File: config.mk
export PLATFORM = sky130hd
export DESIGN_NAME = cbsx_exec
export DESIGN_NICKNAME = d
export VERILOG_FILES = /design/src/shared/cbsx_pkg.sv /design/src/rtl/cbsx_cond.sv /design/src/rtl/cbsx_exec.sv /design/src/rtl/cbsx_regs.sv
export SDC_FILE = /design/constraint.sdc
export NUM_CORES = 1
export LEC_CHECK = 0
export BUFFER_PORTS_ARGS = -buffer_cell sky130_fd_sc_hd__buf_2
export CORE_ASPECT_RATIO = 0.75
export CORE_UTILIZATION = 35
export CTS_BUF_LIST = sky130_fd_sc_hd__clkbuf_4 sky130_fd_sc_hd__clkbuf_8
export DETAILED_ROUTE_END_ITERATION = 16
export PLACE_DENSITY = 0.51
export REMOVE_ABC_BUFFERS = 1
export SLEW_MARGIN = 20
export SYNTH_ARGS = -nofsm -noshare
export SYNTH_HDL_FRONTEND = slang
export SYNTH_SLANG_ARGS = --single-unit
File: constraint.sdc
create_clock -name i_core_clk -period 3.8 [get_ports i_core_clk]
set_input_delay 0.76 -clock i_core_clk [delete_from_list [all_inputs] [get_ports i_core_clk]]
set_output_delay 0.76 -clock i_core_clk [all_outputs]
set_load 0.05 [all_outputs]
File: src/shared/cbsx_pkg.sv
/*
 * cbsx_pkg: constants, encodings and types for the bit-operation, branch,
 * system-control and block-move execution block.
 * assumes: one core clock, synchronous active-high reset, a simple
 * word-wide memory port on the far side.
 */
// Summary of operation
// - bit xor to carry: C ^= bit
// - inverted xor: C ^= ~bit, 3-bit number
// - bit load: C = bit, operand unchanged
// - inverted load: C = ~bit
// - bit store: bit = C, others kept
// - inverted store: bit = ~C
// - branch taken per sixteen condition codes
// - trap starts exception handling
// - trap 2-bit field picks vector
// - exception return resumes interrupted program
// - sleep enters power-down state
// - load control: word read, upper byte
// - store control: word write, upper byte
// - and/or/xor control register with immediate
// - no-op advances pc by two only
// - block move copies, steps pointers, counts down
// - count r4 low/word, src r5, dst r6
// - next instruction after final byte moved
// - instructions are 2-byte units
// - op field in first four bits, maybe two
// - register fields 3 or 4 bits
// - extension word gives imm, address, displacement; here address only, imm and disp in low byte
package cbsx_pkg;
  localparam int CBSX_AW = 24;                   // address width
  localparam logic [23:0] CBSX_PC_RST   = 24'h000100; // reset pc
  localparam logic [23:0] CBSX_SP_RST   = 24'h00fff0; // reset stack ptr
  localparam logic [23:0] CBSX_TRAP_VEC = 24'h000020; // trap vector base
  localparam logic [23:0] CBSX_INST_STEP = 24'h000002; // 2-byte unit
  localparam logic [23:0] CBSX_BYTE_STEP = 24'h000001; // byte step
  localparam logic [1:0]  CBSX_VEC_SHIFT = 2'h2;      // 4-byte vectors
  localparam logic [7:0]  CBSX_CCR_RST  = 8'h80;      // interrupt mask set
  localparam logic [7:0]  CBSX_EXR_RST  = 8'h07;      // trace off, mask 7
  // ccr bit positions
  localparam int CBSX_C = 0;
  localparam int CBSX_V = 1;
  localparam int CBSX_Z = 2;
  localparam int CBSX_N = 3;
  localparam int CBSX_I = 7;
  // instruction field positions
  localparam int CBSX_OP_HI   = 15;              // first op field 15:12
  localparam int CBSX_OP_LO   = 12;
  localparam int CBSX_SUB_HI  = 11;              // second op field 11:8
  localparam int CBSX_SUB_LO  = 8;
  localparam int CBSX_BIT_HI  = 6;               // 3-bit bit number
  localparam int CBSX_BIT_LO  = 4;
  localparam int CBSX_INV_BIT = 7;               // inverted form select
  localparam int CBSX_RD_HI   = 3;               // 4-bit register field
  localparam int CBSX_RD_LO   = 0;
  localparam int CBSX_EXR_SEL = 3;               // 1 selects extended reg
  // first op field codes
  localparam logic [3:0] CBSX_OP_SYS  = 4'h0;    // system group
  localparam logic [3:0] CBSX_OP_BCC  = 4'h4;    // cond branch, cc 11:8
  localparam logic [3:0] CBSX_OP_BIT  = 4'h7;    // bit group
  localparam logic [3:0] CBSX_OP_CAND = 4'h6;    // and imm to control
  localparam logic [3:0] CBSX_OP_COR  = 4'h5;    // or imm to control
  localparam logic [3:0] CBSX_OP_CXOR = 4'h3;    // xor imm to control
  localparam logic [3:0] CBSX_OP_JMP  = 4'h8;    // jump, ext target
  localparam logic [3:0] CBSX_OP_CALL = 4'h9;    // call, ext target
  localparam logic [3:0] CBSX_OP_RCAL = 4'ha;    // relative call, disp
  // second op field codes, bit group
  localparam logic [3:0] CBSX_B_XOR = 4'h5;
  localparam logic [3:0] CBSX_B_LD  = 4'h7;
  localparam logic [3:0] CBSX_B_ST  = 4'h8;
  // second op field codes, system group
  localparam logic [3:0] CBSX_S_NOP   = 4'h0;
  localparam logic [3:0] CBSX_S_SLEEP = 4'h1;
  localparam logic [3:0] CBSX_S_TRAP  = 4'h2;
  localparam logic [3:0] CBSX_S_RTE   = 4'h3;
  localparam logic [3:0] CBSX_S_RTS   = 4'h4;
  localparam logic [3:0] CBSX_S_LDCR  = 4'h5;    // from register
  localparam logic [3:0] CBSX_S_LDCM  = 4'h6;    // from memory, ext addr
  localparam logic [3:0] CBSX_S_STCR  = 4'h7;    // to register
  localparam logic [3:0] CBSX_S_STCM  = 4'h8;    // to memory, ext addr
  localparam logic [3:0] CBSX_S_MOVB  = 4'h9;    // block move, byte count
  localparam logic [3:0] CBSX_S_MOVW  = 4'ha;    // block move, word count
  localparam logic [3:0] CBSX_S_LDCI  = 4'hb;    // immediate in low byte
  typedef enum logic [1:0] {
    CBSX_MEM_IDLE,
    CBSX_MEM_RD,
    CBSX_MEM_WR
  } cbsx_mem_t;
endpackage

File: src/rtl/cbsx_cond.sv
/*
 * cbsx_cond: branch condition evaluator, purely combinational.
 * assumes: flags come straight from the condition code register.
 */
`timescale 1ns/1ps
module cbsx_cond (
  input  wire logic [3:0] i_cc,    // condition field
  input  wire logic [7:0] i_ccr,   // condition code register
  output logic            o_take   // branch taken
);
  import cbsx_pkg::*;
  logic c, v, z, n, base;          // unpacked flags and even-code result
  // odd codes are the inverse sense of the even code below them
  always_comb begin
    c = i_ccr[CBSX_C];
    v = i_ccr[CBSX_V];
    z = i_ccr[CBSX_Z];
    n = i_ccr[CBSX_N];
    unique case (i_cc[3:1])
      3'h0: base = 1'b1;                 // always / never
      3'h1: base = ~(c | z);             // high / low or same
      3'h2: base = ~c;                   // carry clear / set
      3'h3: base = ~z;                   // not equal / equal
      3'h4: base = ~v;                   // overflow clear / set
      3'h5: base = ~n;                   // plus / minus
      3'h6: base = ~(n ^ v);             // ge / lt
      3'h7: base = ~(z | (n ^ v));       // gt / le
    endcase
    o_take = base ^ i_cc[0];
  end
endmodule

File: src/rtl/cbsx_exec.sv
/*
 * cbsx_exec: executes carry bit operations, branches, system control
 * instructions and block moves for a cpu built of 2-byte units.
 * assumes: a memory port with read/write strobes and read data
 * valid while the strobe stands; one core clock.
 * general registers are 16-bit halves: index k = r(k) low word, k+8 the
 * extended half; byte forms use the low byte of a half.
 */
`timescale 1ns/1ps
module cbsx_exec (
  input  wire logic        i_core_clk,  // core clock 10 MHz
  input  wire logic        i_rst,       // sync reset, active high
  output logic [23:0]      o_mem_addr,  // memory byte address
  output logic             o_mem_rd,    // read strobe
  output logic             o_mem_wr,    // write strobe
  output logic             o_mem_word,  // 1 word access, 0 byte
  output logic [15:0]      o_mem_wdata, // write data
  input  wire logic [15:0] i_mem_rdata, // read data, while strobe stands
  output logic [23:0]      o_pc,        // program counter
  output logic [7:0]       o_ccr,       // condition code register
  output logic [7:0]       o_exr,       // extended control register
  output logic             o_sleep,     // power-down state
  output logic             o_in_trap,   // inside exception handler
  input  wire logic        i_wake       // wake from power-down
);
  import cbsx_pkg::*;

  ////////////////////////////////////////////////////////////////////////
  // state
  typedef enum logic [3:0] {
    CBSX_FETCH, CBSX_DECODE, CBSX_EXT, CBSX_EXEC, CBSX_MWAIT,
    CBSX_POPH, CBSX_POPL, CBSX_MOVRD, CBSX_MOVWR, CBSX_SLEEPING
  } cbsx_state_t;

  cbsx_state_t state_reg, state_next;   // sequencer
  logic [23:0] pc_reg, pc_next;         // program counter
  logic [23:0] sp_reg, sp_next;         // stack pointer
  logic [15:0] ir_reg, ir_next;         // instruction word
  logic [15:0] ext_reg, ext_next;       // extension word
  logic [7:0]  ccr_reg, ccr_next;       // condition codes
  logic [7:0]  exr_reg, exr_next;       // extended control
  logic [23:0] tmp_reg, tmp_next;       // popped address high part
  logic [2:0]  push_reg, push_next;     // pending push words
  logic        trap_reg, trap_next;     // handler active
  logic [23:0] madr_reg, madr_next;     // memory address
  logic        mrd_reg, mrd_next;       // read strobe
  logic        mwr_reg, mwr_next;       // write strobe
  logic        mwd_reg, mwd_next;       // word access
  logic [15:0] mwdat_reg, mwdat_next;   // write data
  logic [15:0] cnt_reg, cnt_next;       // block move count
  logic [23:0] src_reg, src_next;       // block move source
  logic [23:0] dst_reg, dst_next;       // block move destination
  logic        mvw_reg, mvw_next;       // word-count form

  // register file port
  logic        rf_we;
  logic [3:0]  rf_waddr, rf_raddr;
  logic [15:0] rf_wdata, rf_rdata;
  logic        take;                    // branch condition result

  // decoded fields
  logic [3:0]  op, sub, rd;
  logic [2:0]  bitno;
  logic        inv, sel_exr, opbit, cval;
  logic [7:0]  ctl, ctl_res;
  logic [23:0] ret_pc;

  cbsx_regs #(.N(16)) u_regs (
    .i_core_clk (i_core_clk),
    .i_rst      (i_rst),
    .i_we       (rf_we),
    .i_waddr    (rf_waddr),
    .i_wdata    (rf_wdata),
    .i_raddr    (rf_raddr),
    .o_rdata    (rf_rdata)
  );

  cbsx_cond u_cond (
    .i_cc   (ir_reg[CBSX_SUB_HI:CBSX_SUB_LO]),
    .i_ccr  (ccr_reg),
    .o_take (take)
  );

  ////////////////////////////////////////////////////////////////////////
  // field decode
  always_comb begin
    op      = ir_reg[CBSX_OP_HI:CBSX_OP_LO];
    sub     = ir_reg[CBSX_SUB_HI:CBSX_SUB_LO];
    rd      = ir_reg[CBSX_RD_HI:CBSX_RD_LO];
    bitno   = ir_reg[CBSX_BIT_HI:CBSX_BIT_LO];
    inv     = ir_reg[CBSX_INV_BIT];
    sel_exr = ir_reg[CBSX_EXR_SEL];
    opbit   = rf_rdata[bitno];
    cval    = ccr_reg[CBSX_C];
    ctl     = sel_exr ? exr_reg : ccr_reg;
    ret_pc  = pc_reg;
    unique case (op)
      CBSX_OP_CAND: ctl_res = ctl & ir_reg[7:0];
      CBSX_OP_COR:  ctl_res = ctl | ir_reg[7:0];
      default:      ctl_res = ctl ^ ir_reg[7:0];
    endcase
  end

  ////////////////////////////////////////////////////////////////////////
  // sequencer next state
  always_comb begin
    state_next = state_reg;
    pc_next    = pc_reg;
    sp_next    = sp_reg;
    ir_next    = ir_reg;
    ext_next   = ext_reg;
    ccr_next   = ccr_reg;
    exr_next   = exr_reg;
    tmp_next   = tmp_reg;
    push_next  = push_reg;
    trap_next  = trap_reg;
    madr_next  = madr_reg;
    mrd_next   = 1'b0;
    mwr_next   = 1'b0;
    mwd_next   = 1'b1;
    mwdat_next = mwdat_reg;
    cnt_next   = cnt_reg;
    src_next   = src_reg;
    dst_next   = dst_reg;
    mvw_next   = mvw_reg;
    rf_we      = 1'b0;
    rf_waddr   = rd;
    rf_wdata   = rf_rdata;
    rf_raddr   = rd;
    unique case (state_reg)
      CBSX_FETCH: begin
        // every fetch is one 2-byte unit
        madr_next  = pc_reg;
        mrd_next   = 1'b1;
        pc_next    = pc_reg + CBSX_INST_STEP;
        state_next = CBSX_DECODE;
      end
      CBSX_DECODE: begin
        ir_next = i_mem_rdata;
        // jumps, absolute calls and memory control moves carry one extension
        if (i_mem_rdata[15:12] == CBSX_OP_JMP ||
            i_mem_rdata[15:12] == CBSX_OP_CALL ||
            (i_mem_rdata[15:12] == CBSX_OP_SYS &&
             (i_mem_rdata[11:8] == CBSX_S_LDCM ||
              i_mem_rdata[11:8] == CBSX_S_STCM))) begin
          madr_next  = pc_reg;
          mrd_next   = 1'b1;
          pc_next    = pc_reg + CBSX_INST_STEP;
          state_next = CBSX_EXT;
        end else begin
          state_next = CBSX_EXEC;
        end
      end
      CBSX_EXT: begin
        ext_next   = i_mem_rdata;
        state_next = CBSX_EXEC;
      end
      CBSX_EXEC: begin
        state_next = CBSX_FETCH;
        unique case (op)
          CBSX_OP_BIT: begin
            if (sub == CBSX_B_XOR) begin
              ccr_next[CBSX_C] = cval ^ (opbit ^ inv);
            end else if (sub == CBSX_B_LD) begin
              ccr_next[CBSX_C] = opbit ^ inv;
            end else if (sub == CBSX_B_ST) begin
              rf_we           = 1'b1;
              rf_wdata[bitno] = cval ^ inv;
            end
          end
          CBSX_OP_BCC: begin
            if (take) begin
              pc_next = pc_reg + {{16{ir_reg[7]}}, ir_reg[7:0]};
            end
          end
          CBSX_OP_JMP: begin
            pc_next = {8'h00, ext_reg};
          end
          CBSX_OP_CALL, CBSX_OP_RCAL: begin
            // push return low word and branch in one cycle, then push high byte of the new pc
            sp_next    = sp_reg - CBSX_INST_STEP;
            madr_next  = sp_reg - CBSX_INST_STEP;
            mwr_next   = 1'b1;
            mwdat_next = ret_pc[15:0];
            push_next  = 3'h1;
            pc_next    = (op == CBSX_OP_JMP || op == CBSX_OP_CALL) ?
                         {8'h00, ext_reg} :
                         pc_reg + {{16{ir_reg[7]}}, ir_reg[7:0]};
            state_next = CBSX_MWAIT;
          end
          CBSX_OP_CAND, CBSX_OP_COR, CBSX_OP_CXOR: begin
            if (sel_exr) exr_next = ctl_res;
            else         ccr_next = ctl_res;
          end
          CBSX_OP_SYS: begin
            unique case (sub)
              CBSX_S_NOP: ;
              CBSX_S_SLEEP: state_next = CBSX_SLEEPING;
              CBSX_S_TRAP: begin
                // save pc low word, then ccr with I already set and high byte of the new pc; fetch through vector
                sp_next    = sp_reg - CBSX_INST_STEP;
                madr_next  = sp_reg - CBSX_INST_STEP;
                mwr_next   = 1'b1;
                mwdat_next = ret_pc[15:0];
                push_next  = 3'h2;
                trap_next  = 1'b1;
                ccr_next[CBSX_I] = 1'b1;
                pc_next    = CBSX_TRAP_VEC +
                             ({22'h0, ir_reg[5:4]} << CBSX_VEC_SHIFT);
                state_next = CBSX_MWAIT;
              end
              CBSX_S_RTE, CBSX_S_RTS: begin
                madr_next  = sp_reg;
                mrd_next   = 1'b1;
                sp_next    = sp_reg + CBSX_INST_STEP;
                state_next = CBSX_POPL;
              end
              CBSX_S_LDCR, CBSX_S_LDCI: begin
                if (sel_exr) exr_next = (sub == CBSX_S_LDCI) ?
                                        ir_reg[7:0] : rf_rdata[7:0];
                else ccr_next = (sub == CBSX_S_LDCI) ?
                                ir_reg[7:0] : rf_rdata[7:0];
              end
              CBSX_S_LDCM: begin
                madr_next  = {8'h00, ext_reg};
                mrd_next   = 1'b1;
                state_next = CBSX_POPH;
              end
              CBSX_S_STCR: begin
                rf_we    = 1'b1;
                rf_wdata = {rf_rdata[15:8], ctl};
              end
              CBSX_S_STCM: begin
                madr_next  = {8'h00, ext_reg};
                mwr_next   = 1'b1;
                mwdat_next = {ctl, 8'h00};
                state_next = CBSX_MWAIT;
              end
              CBSX_S_MOVB, CBSX_S_MOVW: begin
                mvw_next   = (sub == CBSX_S_MOVW);
                state_next = CBSX_MOVRD;
                push_next  = 3'h4;                   // load operands
              end
              default: ;
            endcase
          end
          default: ;
        endcase
      end
      CBSX_MWAIT: begin
        // second push word for calls and traps
        if (push_reg == 3'h1 || push_reg == 3'h2) begin
          sp_next    = sp_reg - CBSX_INST_STEP;
          madr_next  = sp_reg - CBSX_INST_STEP;
          mwr_next   = 1'b1;
          mwdat_next = (push_reg == 3'h2) ?
                       {ccr_reg, ret_pc[23:16]} : {8'h00, ret_pc[23:16]};
          push_next  = 3'h0;
        end else begin
          state_next = CBSX_FETCH;
        end
      end
      CBSX_POPL: begin
        // high word {flags, pc high byte} stands now; ask for the low word
        tmp_next   = {i_mem_rdata[7:0], 16'h0000};
        if (sub == CBSX_S_RTE) ccr_next = i_mem_rdata[15:8];
        madr_next  = sp_reg;
        mrd_next   = 1'b1;
        sp_next    = sp_reg + CBSX_INST_STEP;
        state_next = CBSX_POPH;
      end
      CBSX_POPH: begin
        if (op == CBSX_OP_SYS && sub == CBSX_S_LDCM) begin
          if (sel_exr) exr_next = i_mem_rdata[15:8];
          else         ccr_next = i_mem_rdata[15:8];
          state_next = CBSX_FETCH;
        end else begin
          pc_next = {tmp_reg[23:16], i_mem_rdata};
          if (sub == CBSX_S_RTE) trap_next = 1'b0;
          state_next = CBSX_FETCH;
        end
      end
      CBSX_MOVRD: begin
        // operand load: r4 count, r5 source, r6 destination
        if (push_reg != 3'h0) begin
          push_next = push_reg - 3'h1;
          unique case (push_reg)
            3'h4: rf_raddr = 4'h4;
            3'h3: rf_raddr = 4'h5;
            3'h2: rf_raddr = 4'hd;
            default: rf_raddr = 4'h6;
          endcase
          if (push_reg == 3'h4) begin
            cnt_next = mvw_reg ? rf_rdata : {8'h00, rf_rdata[7:0]};
          end else if (push_reg == 3'h3) begin
            src_next = {src_reg[23:16], rf_rdata};
          end else if (push_reg == 3'h2) begin
            src_next = {rf_rdata[7:0], src_reg[15:0]};
          end else begin
            dst_next = {8'h00, rf_rdata};
          end
        end else if (cnt_reg == 16'h0000) begin
          state_next = CBSX_FETCH;
        end else begin
          madr_next  = src_reg;
          mrd_next   = 1'b1;
          mwd_next   = 1'b0;
          state_next = CBSX_MOVWR;
        end
      end
      CBSX_MOVWR: begin
        madr_next  = dst_reg;
        mwr_next   = 1'b1;
        mwd_next   = 1'b0;
        mwdat_next = {8'h00, i_mem_rdata[7:0]};
        src_next   = src_reg + CBSX_BYTE_STEP;
        dst_next   = dst_reg + CBSX_BYTE_STEP;
        cnt_next   = cnt_reg - 16'h0001;
        rf_we      = 1'b1;
        rf_waddr   = 4'h4;                           // count written back
        rf_raddr   = 4'h4;
        rf_wdata   = mvw_reg ? cnt_reg - 16'h0001 :
                     {rf_rdata[15:8], cnt_reg[7:0] - 8'h01};
        state_next = CBSX_MOVRD;
      end
      CBSX_SLEEPING: begin
        if (i_wake) state_next = CBSX_FETCH;
      end
      default: state_next = CBSX_FETCH;
    endcase
  end

  ////////////////////////////////////////////////////////////////////////
  // registers
  always_ff @(posedge i_core_clk) begin
    // synchronous reset folded into each register's input mux
    state_reg <= i_rst ? CBSX_FETCH   : state_next;
    pc_reg    <= i_rst ? CBSX_PC_RST  : pc_next;
    sp_reg    <= i_rst ? CBSX_SP_RST  : sp_next;
    ir_reg    <= i_rst ? 16'h0000     : ir_next;
    ext_reg   <= i_rst ? 16'h0000     : ext_next;
    ccr_reg   <= i_rst ? CBSX_CCR_RST : ccr_next;
    exr_reg   <= i_rst ? CBSX_EXR_RST : exr_next;
    tmp_reg   <= i_rst ? 24'h000000   : tmp_next;
    push_reg  <= i_rst ? 3'h0         : push_next;
    trap_reg  <= i_rst ? 1'b0         : trap_next;
    madr_reg  <= i_rst ? 24'h000000   : madr_next;
    mrd_reg   <= i_rst ? 1'b0         : mrd_next;
    mwr_reg   <= i_rst ? 1'b0         : mwr_next;
    mwd_reg   <= i_rst ? 1'b1         : mwd_next;
    mwdat_reg <= i_rst ? 16'h0000     : mwdat_next;
    cnt_reg   <= i_rst ? 16'h0000     : cnt_next;
    src_reg   <= i_rst ? 24'h000000   : src_next;
    dst_reg   <= i_rst ? 24'h000000   : dst_next;
    mvw_reg   <= i_rst ? 1'b0         : mvw_next;
  end

  // outputs straight from flip-flops, o_sleep decoded from state_reg
  assign o_mem_addr  = madr_reg;
  assign o_mem_rd    = mrd_reg;
  assign o_mem_wr    = mwr_reg;
  assign o_mem_word  = mwd_reg;
  assign o_mem_wdata = mwdat_reg;
  assign o_pc        = pc_reg;
  assign o_ccr       = ccr_reg;
  assign o_exr       = exr_reg;
  assign o_sleep     = (state_reg == CBSX_SLEEPING);
  assign o_in_trap   = trap_reg;
endmodule

File: src/rtl/cbsx_regs.sv
/*
 * cbsx_regs: sixteen-by-16-bit general register halves with one write port
 * and one unregistered read port shared by r4, the r5 pair, r6 and operand reg.
 * assumes: writes are one cycle, read-after-write shows the old value.
 */
`timescale 1ns/1ps
module cbsx_regs #(
  parameter int N = 16                   // 16-bit register halves
) (
  input  wire logic        i_core_clk,  // core clock
  input  wire logic        i_rst,       // sync reset
  input  wire logic        i_we,        // write enable
  input  wire logic [3:0]  i_waddr,     // write index
  input  wire logic [15:0] i_wdata,     // write data
  input  wire logic [3:0]  i_raddr,     // read index
  output logic      [15:0] o_rdata      // read data
);
  logic [15:0] mem_reg [N];             // storage
  logic [15:0] mem_next [N];            // next storage
  // single write port
  always_comb begin
    for (int k = 0; k < N; k++) begin
      mem_next[k] = mem_reg[k];
    end
    if (i_we) begin
      mem_next[i_waddr] = i_wdata;
    end
  end
  always_ff @(posedge i_core_clk) begin
    for (int k = 0; k < N; k++) begin
      mem_reg[k] <= i_rst ? 16'h0000 : mem_next[k];
    end
  end
  assign o_rdata = mem_reg[i_raddr];
endmodule

==> metrics.log <==
[metrics] outcome: finished clean
[metrics] NumNets Final: 3,727
[metrics] summed instance area of the synthesized netlist: 26,330 sq um
[metrics] via count of the first global-routing pass: 24,270
[metrics] yosys warns: 0
[metrics] number of DRC violations after detailed-routing iteration 0: 3,370
[metrics] first-pass GRT wire length: 159,000 um
[metrics] width of the die: 318.7 um
[metrics] detailed-route vias per instance: 5.771
[metrics] clock slew seen by the registers of the worst setup and hold paths: 0.08 ns
[metrics] leading cell types in the layout, fill and taps excluded: 646 x nand2_1, 475 x dfxtp_1, 357 x nor2_1
[metrics] total half-perimeter wirelength after legalization and detailed placement: 77,130 um
[metrics] biggest area contributors in the synthesized netlist: dfxtp_1 36%, nand2_1 9.2%, a21oi_1 5.9%
[metrics] GRT met1 Usage: 42.53%
[metrics] largest net degree at the start of global routing: 160
[metrics] height of the chip: 239.5 um
[metrics] EDFF count, synth: 0
[metrics] most used flip-flop cell after synthesis: dfxtp_1
[metrics] startpoint types: flop
[metrics] number of buffers created by CTS: 81
[metrics] unrepaired setup endpoints after global routing: no
[metrics] fraction of power spent switching nets: 38.70%
[metrics] Core Rows: 86
[metrics] Most Frequent Cell on Critical Path: buf_4
[metrics] Final Skew: 0.04677 ns
[metrics] final period utilization: 96.71%
[metrics] die area: 76,330 sq um
[metrics] Mean Syn Cell Area: 7.483 sq um
[metrics] total DRC errors in the routed layout: 0
[metrics] total I/O pin count: 104
[metrics] count of nets left with antenna violations after detail routing: 0
[metrics] endpoint class of the critical path: flop
[metrics] proportion of register bits with asynchronous set or reset after synthesis: 0%
[metrics] cts hold-fix bufs: 0
[metrics] clock latency on the worst-skew pair: 0.72 ns
[metrics] synthesized instance count: 3,518
[metrics] arrival time at the worst endpoint: 4.29 ns
[metrics] CTS tree: done
[metrics] sequential fraction of design power: 35.9%
[metrics] most area-hungry cell type in the Yosys netlist: dfxtp_1
[metrics] Largest register FFs: 256
[metrics] classification of the worst-slack hold path: in2reg
[metrics] post-synthesis cell type count: 94
[metrics] number of max-cap violations: 0
[metrics] shortest clock period the worst path allows after layout: 3.675 ns
[metrics] met3 track demand over resource: 8.886%
[metrics] largest stage delay on the critical path: 0.37 ns
[metrics] Sum Neg Setup Slack: 0 ns
[metrics] critical path peak fanout: 15
[metrics] net switching component of the power: 5897 uW
[metrics] internal power of the cells: 9343 uW
[metrics] maximum clock rate: 272.1 MHz
[metrics] portion of the post-synthesis area used by sequential elements: 36.12%
[metrics] first drt pass iteration count: 10
[metrics] routing usage on met2: 34.67%
[metrics] Port Buffer Count: 103
[metrics] most frequent standard cell in the layout excluding fill and tap cells: nand2_1
[metrics] Max rail drop VDD: 0.3056 mV
[metrics] clock share of power: 32.7%
[metrics] cell-by-cell trace of the critical path: inv_1 -> buf_4 -> ha_1 -> o21bai_2 -> nand3_1 -> buf_4 -> nand2_4 -> nand2_2 -> o22ai_1 -> a32o_2 -> nor3_4 -> buf_4 -> a211o_1 -> nand3_1 -> or3b_1 -> a32o_1
[metrics] startpoint of the worst hold path: i_mem_rdata[12]
[metrics] final-layout fill cell count: 7,635
[metrics] core area: 73,920 sq um
[metrics] initial cell density of the core: 35.61%
[metrics] Worst Path Required: 4.42 ns
[metrics] root buffer cell: clkbuf_8
[metrics] initial antenna violation count: 5
[metrics] worst rel slew slack: 31.34%
[metrics] combinational share of power: 31.4%
[metrics] # H-tree levels: 3
[metrics] combined buffer and inverter count along the critical path: 4
[metrics] total wirelength of the detailed-routed design: 107,300 um
[metrics] fraction of final layout cells sized beyond drive strength 1: 14.54%
[metrics] Leak Pwr: 0.01167 uW
[metrics] post-layout utilization of the core: 41.50%
[metrics] total vias in the final route: 27,020
[metrics] reg2reg start: push_reg[0]$_SDFFE_PP0P_
[metrics] clock sink total: 475
[metrics] gr usage total: 27.26%
[metrics] Area Growth Syn to Fin: 16.54%
[metrics] final number of max-transition violations: 0
[metrics] Yosys top cell area share: 36.12%
[metrics] launch point of the worst path: push_reg[0]$_SDFFE_PP0P_
[metrics] critical setup path kind: reg2reg
[metrics] CTS max path bufs: 3
[metrics] category of cells accounting for the largest share of critical-path delay: compound AO/OA/AOI/OAI gates
[metrics] transition at the pin with the smallest max-transition slack: 1.023 ns
[metrics] number of endpoints failing setup at the final stage: 0
[metrics] Routed wire per std cell: 22.92 um
[metrics] worst-path cell with the longest stage delay: dfxtp_1
[metrics] grt total ovfl: 0
[metrics] Final Hold Vio Count: 0
[metrics] Routability Congestion: 0.9703
[metrics] P per Cell Area: 496.8 nW/um^2
[metrics] flop and latch count out of synthesis: 475
[metrics] most used routing layer in global routing: met1
cell type report:
cell class	instances	area [sq um]	share of cell area [%]
multi-input combinational	2733	15730	51.28
sequential	475	9509	31.00
timing repair buffer	320	2362	7.700
clock buffer	114	1438	4.686
tap	968	1211	3.948
clock inverter	24	245.2	0.7993
inverter	48	180.2	0.5873
antenna	1	2.502	0.008157
worst paths after layout:
check	endpoint	slack, ns	cells after the start
max reg2reg	o_ccr[0]$_SDFFE_PP0P_	0.13	16
min	ir_reg[12]$_SDFFE_PP0P_	0.36	3
min reg2reg	u_regs.mem_reg[13][2]$_SDFFE_PP0P_	0.45	2
max	o_ccr[0]$_SDFFE_PP0P_	0.13	16
routing by layer:
layer  share of wire, %  vias to the layer above
met5              0.024                        -
met4                1.8                        4
met1                 49                    12790
met2                 38                     1261
li1                   -                    12810
met3                 11                      163
kinds of logic (layout without fill, tap and decap cells):
| group | Yosys count | count (layout) | synth area share, % |
|---|---|---|---|
| buffers and inverters | 310 | 506 | 4.705 |
| and+or+nand+nor | 1551 | 1551 | 26.83 |
| AOI/OAI and AO/OA | 962 | 962 | 23.87 |
| muxes | 81 | 81 | 3.118 |
| DFF | 475 | 475 | 36.12 |
| other | 0 | 1 | 0 |
| adders and majority gates | 49 | 49 | 2.357 |
| xor gates and xnor gates | 90 | 90 | 2.994 |
metrics by stage:
| step | hold slack [ns] | worst slack, ns | instance area (sq um) | power (uW) | instances |
|---|---|---|---|---|---|
| 2_1_floorplan | 0.4213 | -3.690 | 25270 | 8226 | 3256 |
| 3_3_place_gp | 0.4411 | 0.06527 | 28810 | 10200 | 4532 |
| 3_5_place_dp | 0.4428 | 0.03352 | 28810 | 10190 | 4532 |
| 4_1_cts | 0.3226 | 0.008522 | 30490 | 15180 | 4670 |
| 5_1_grt | 0.3593 | 0.005943 | 30680 | 15870 | 4683 |
| 6_report | 0.3611 | 0.1252 | 30680 | 15240 | 4683 |
tightest hold or removal path, stage by stage:
cell and delay [ns]:
buf_2 0.15, nand2_1 0.07, a21oi_1 0.06
power by group through the flow:
| stage | sequential (uW) | clock [uW] | combinational, uW |
|---|---|---|---|
| final | 5470 | 4990 | 4780 |
| after global routing | 5490 | 5310 | 5080 |
| after CTS | 5460 | 5080 | 4640 |
| after detailed placement | 5560 | 0 | 4620 |
| after global placement | 5570 | 0 | 4630 |
| after floorplan | 6150 | 0 | 2080 |
what timing repair did:
action,CTS,global route
hold endpoints to repair,0,0
gates resized for setup,0,21
buffers inserted,0,12
endpoints found under the setup margin,0,105
Yosys cell counts, types with 73 or more instances:
| library cell | count |
|---|---|
| nor2b_1 | 140 |
| a21oi_1 | 309 |
| nor3_1 | 86 |
| a211oi_1 | 98 |
| nor2_1 | 361 |
| mux2i_1 | 73 |
| dfxtp_1 | 475 |
| nand3_1 | 133 |
| o21ai_0 | 181 |
| nand2_1 | 646 |
| clkbuf_1 | 205 |
No activity file was read; power rests on OpenSTA's default activity.
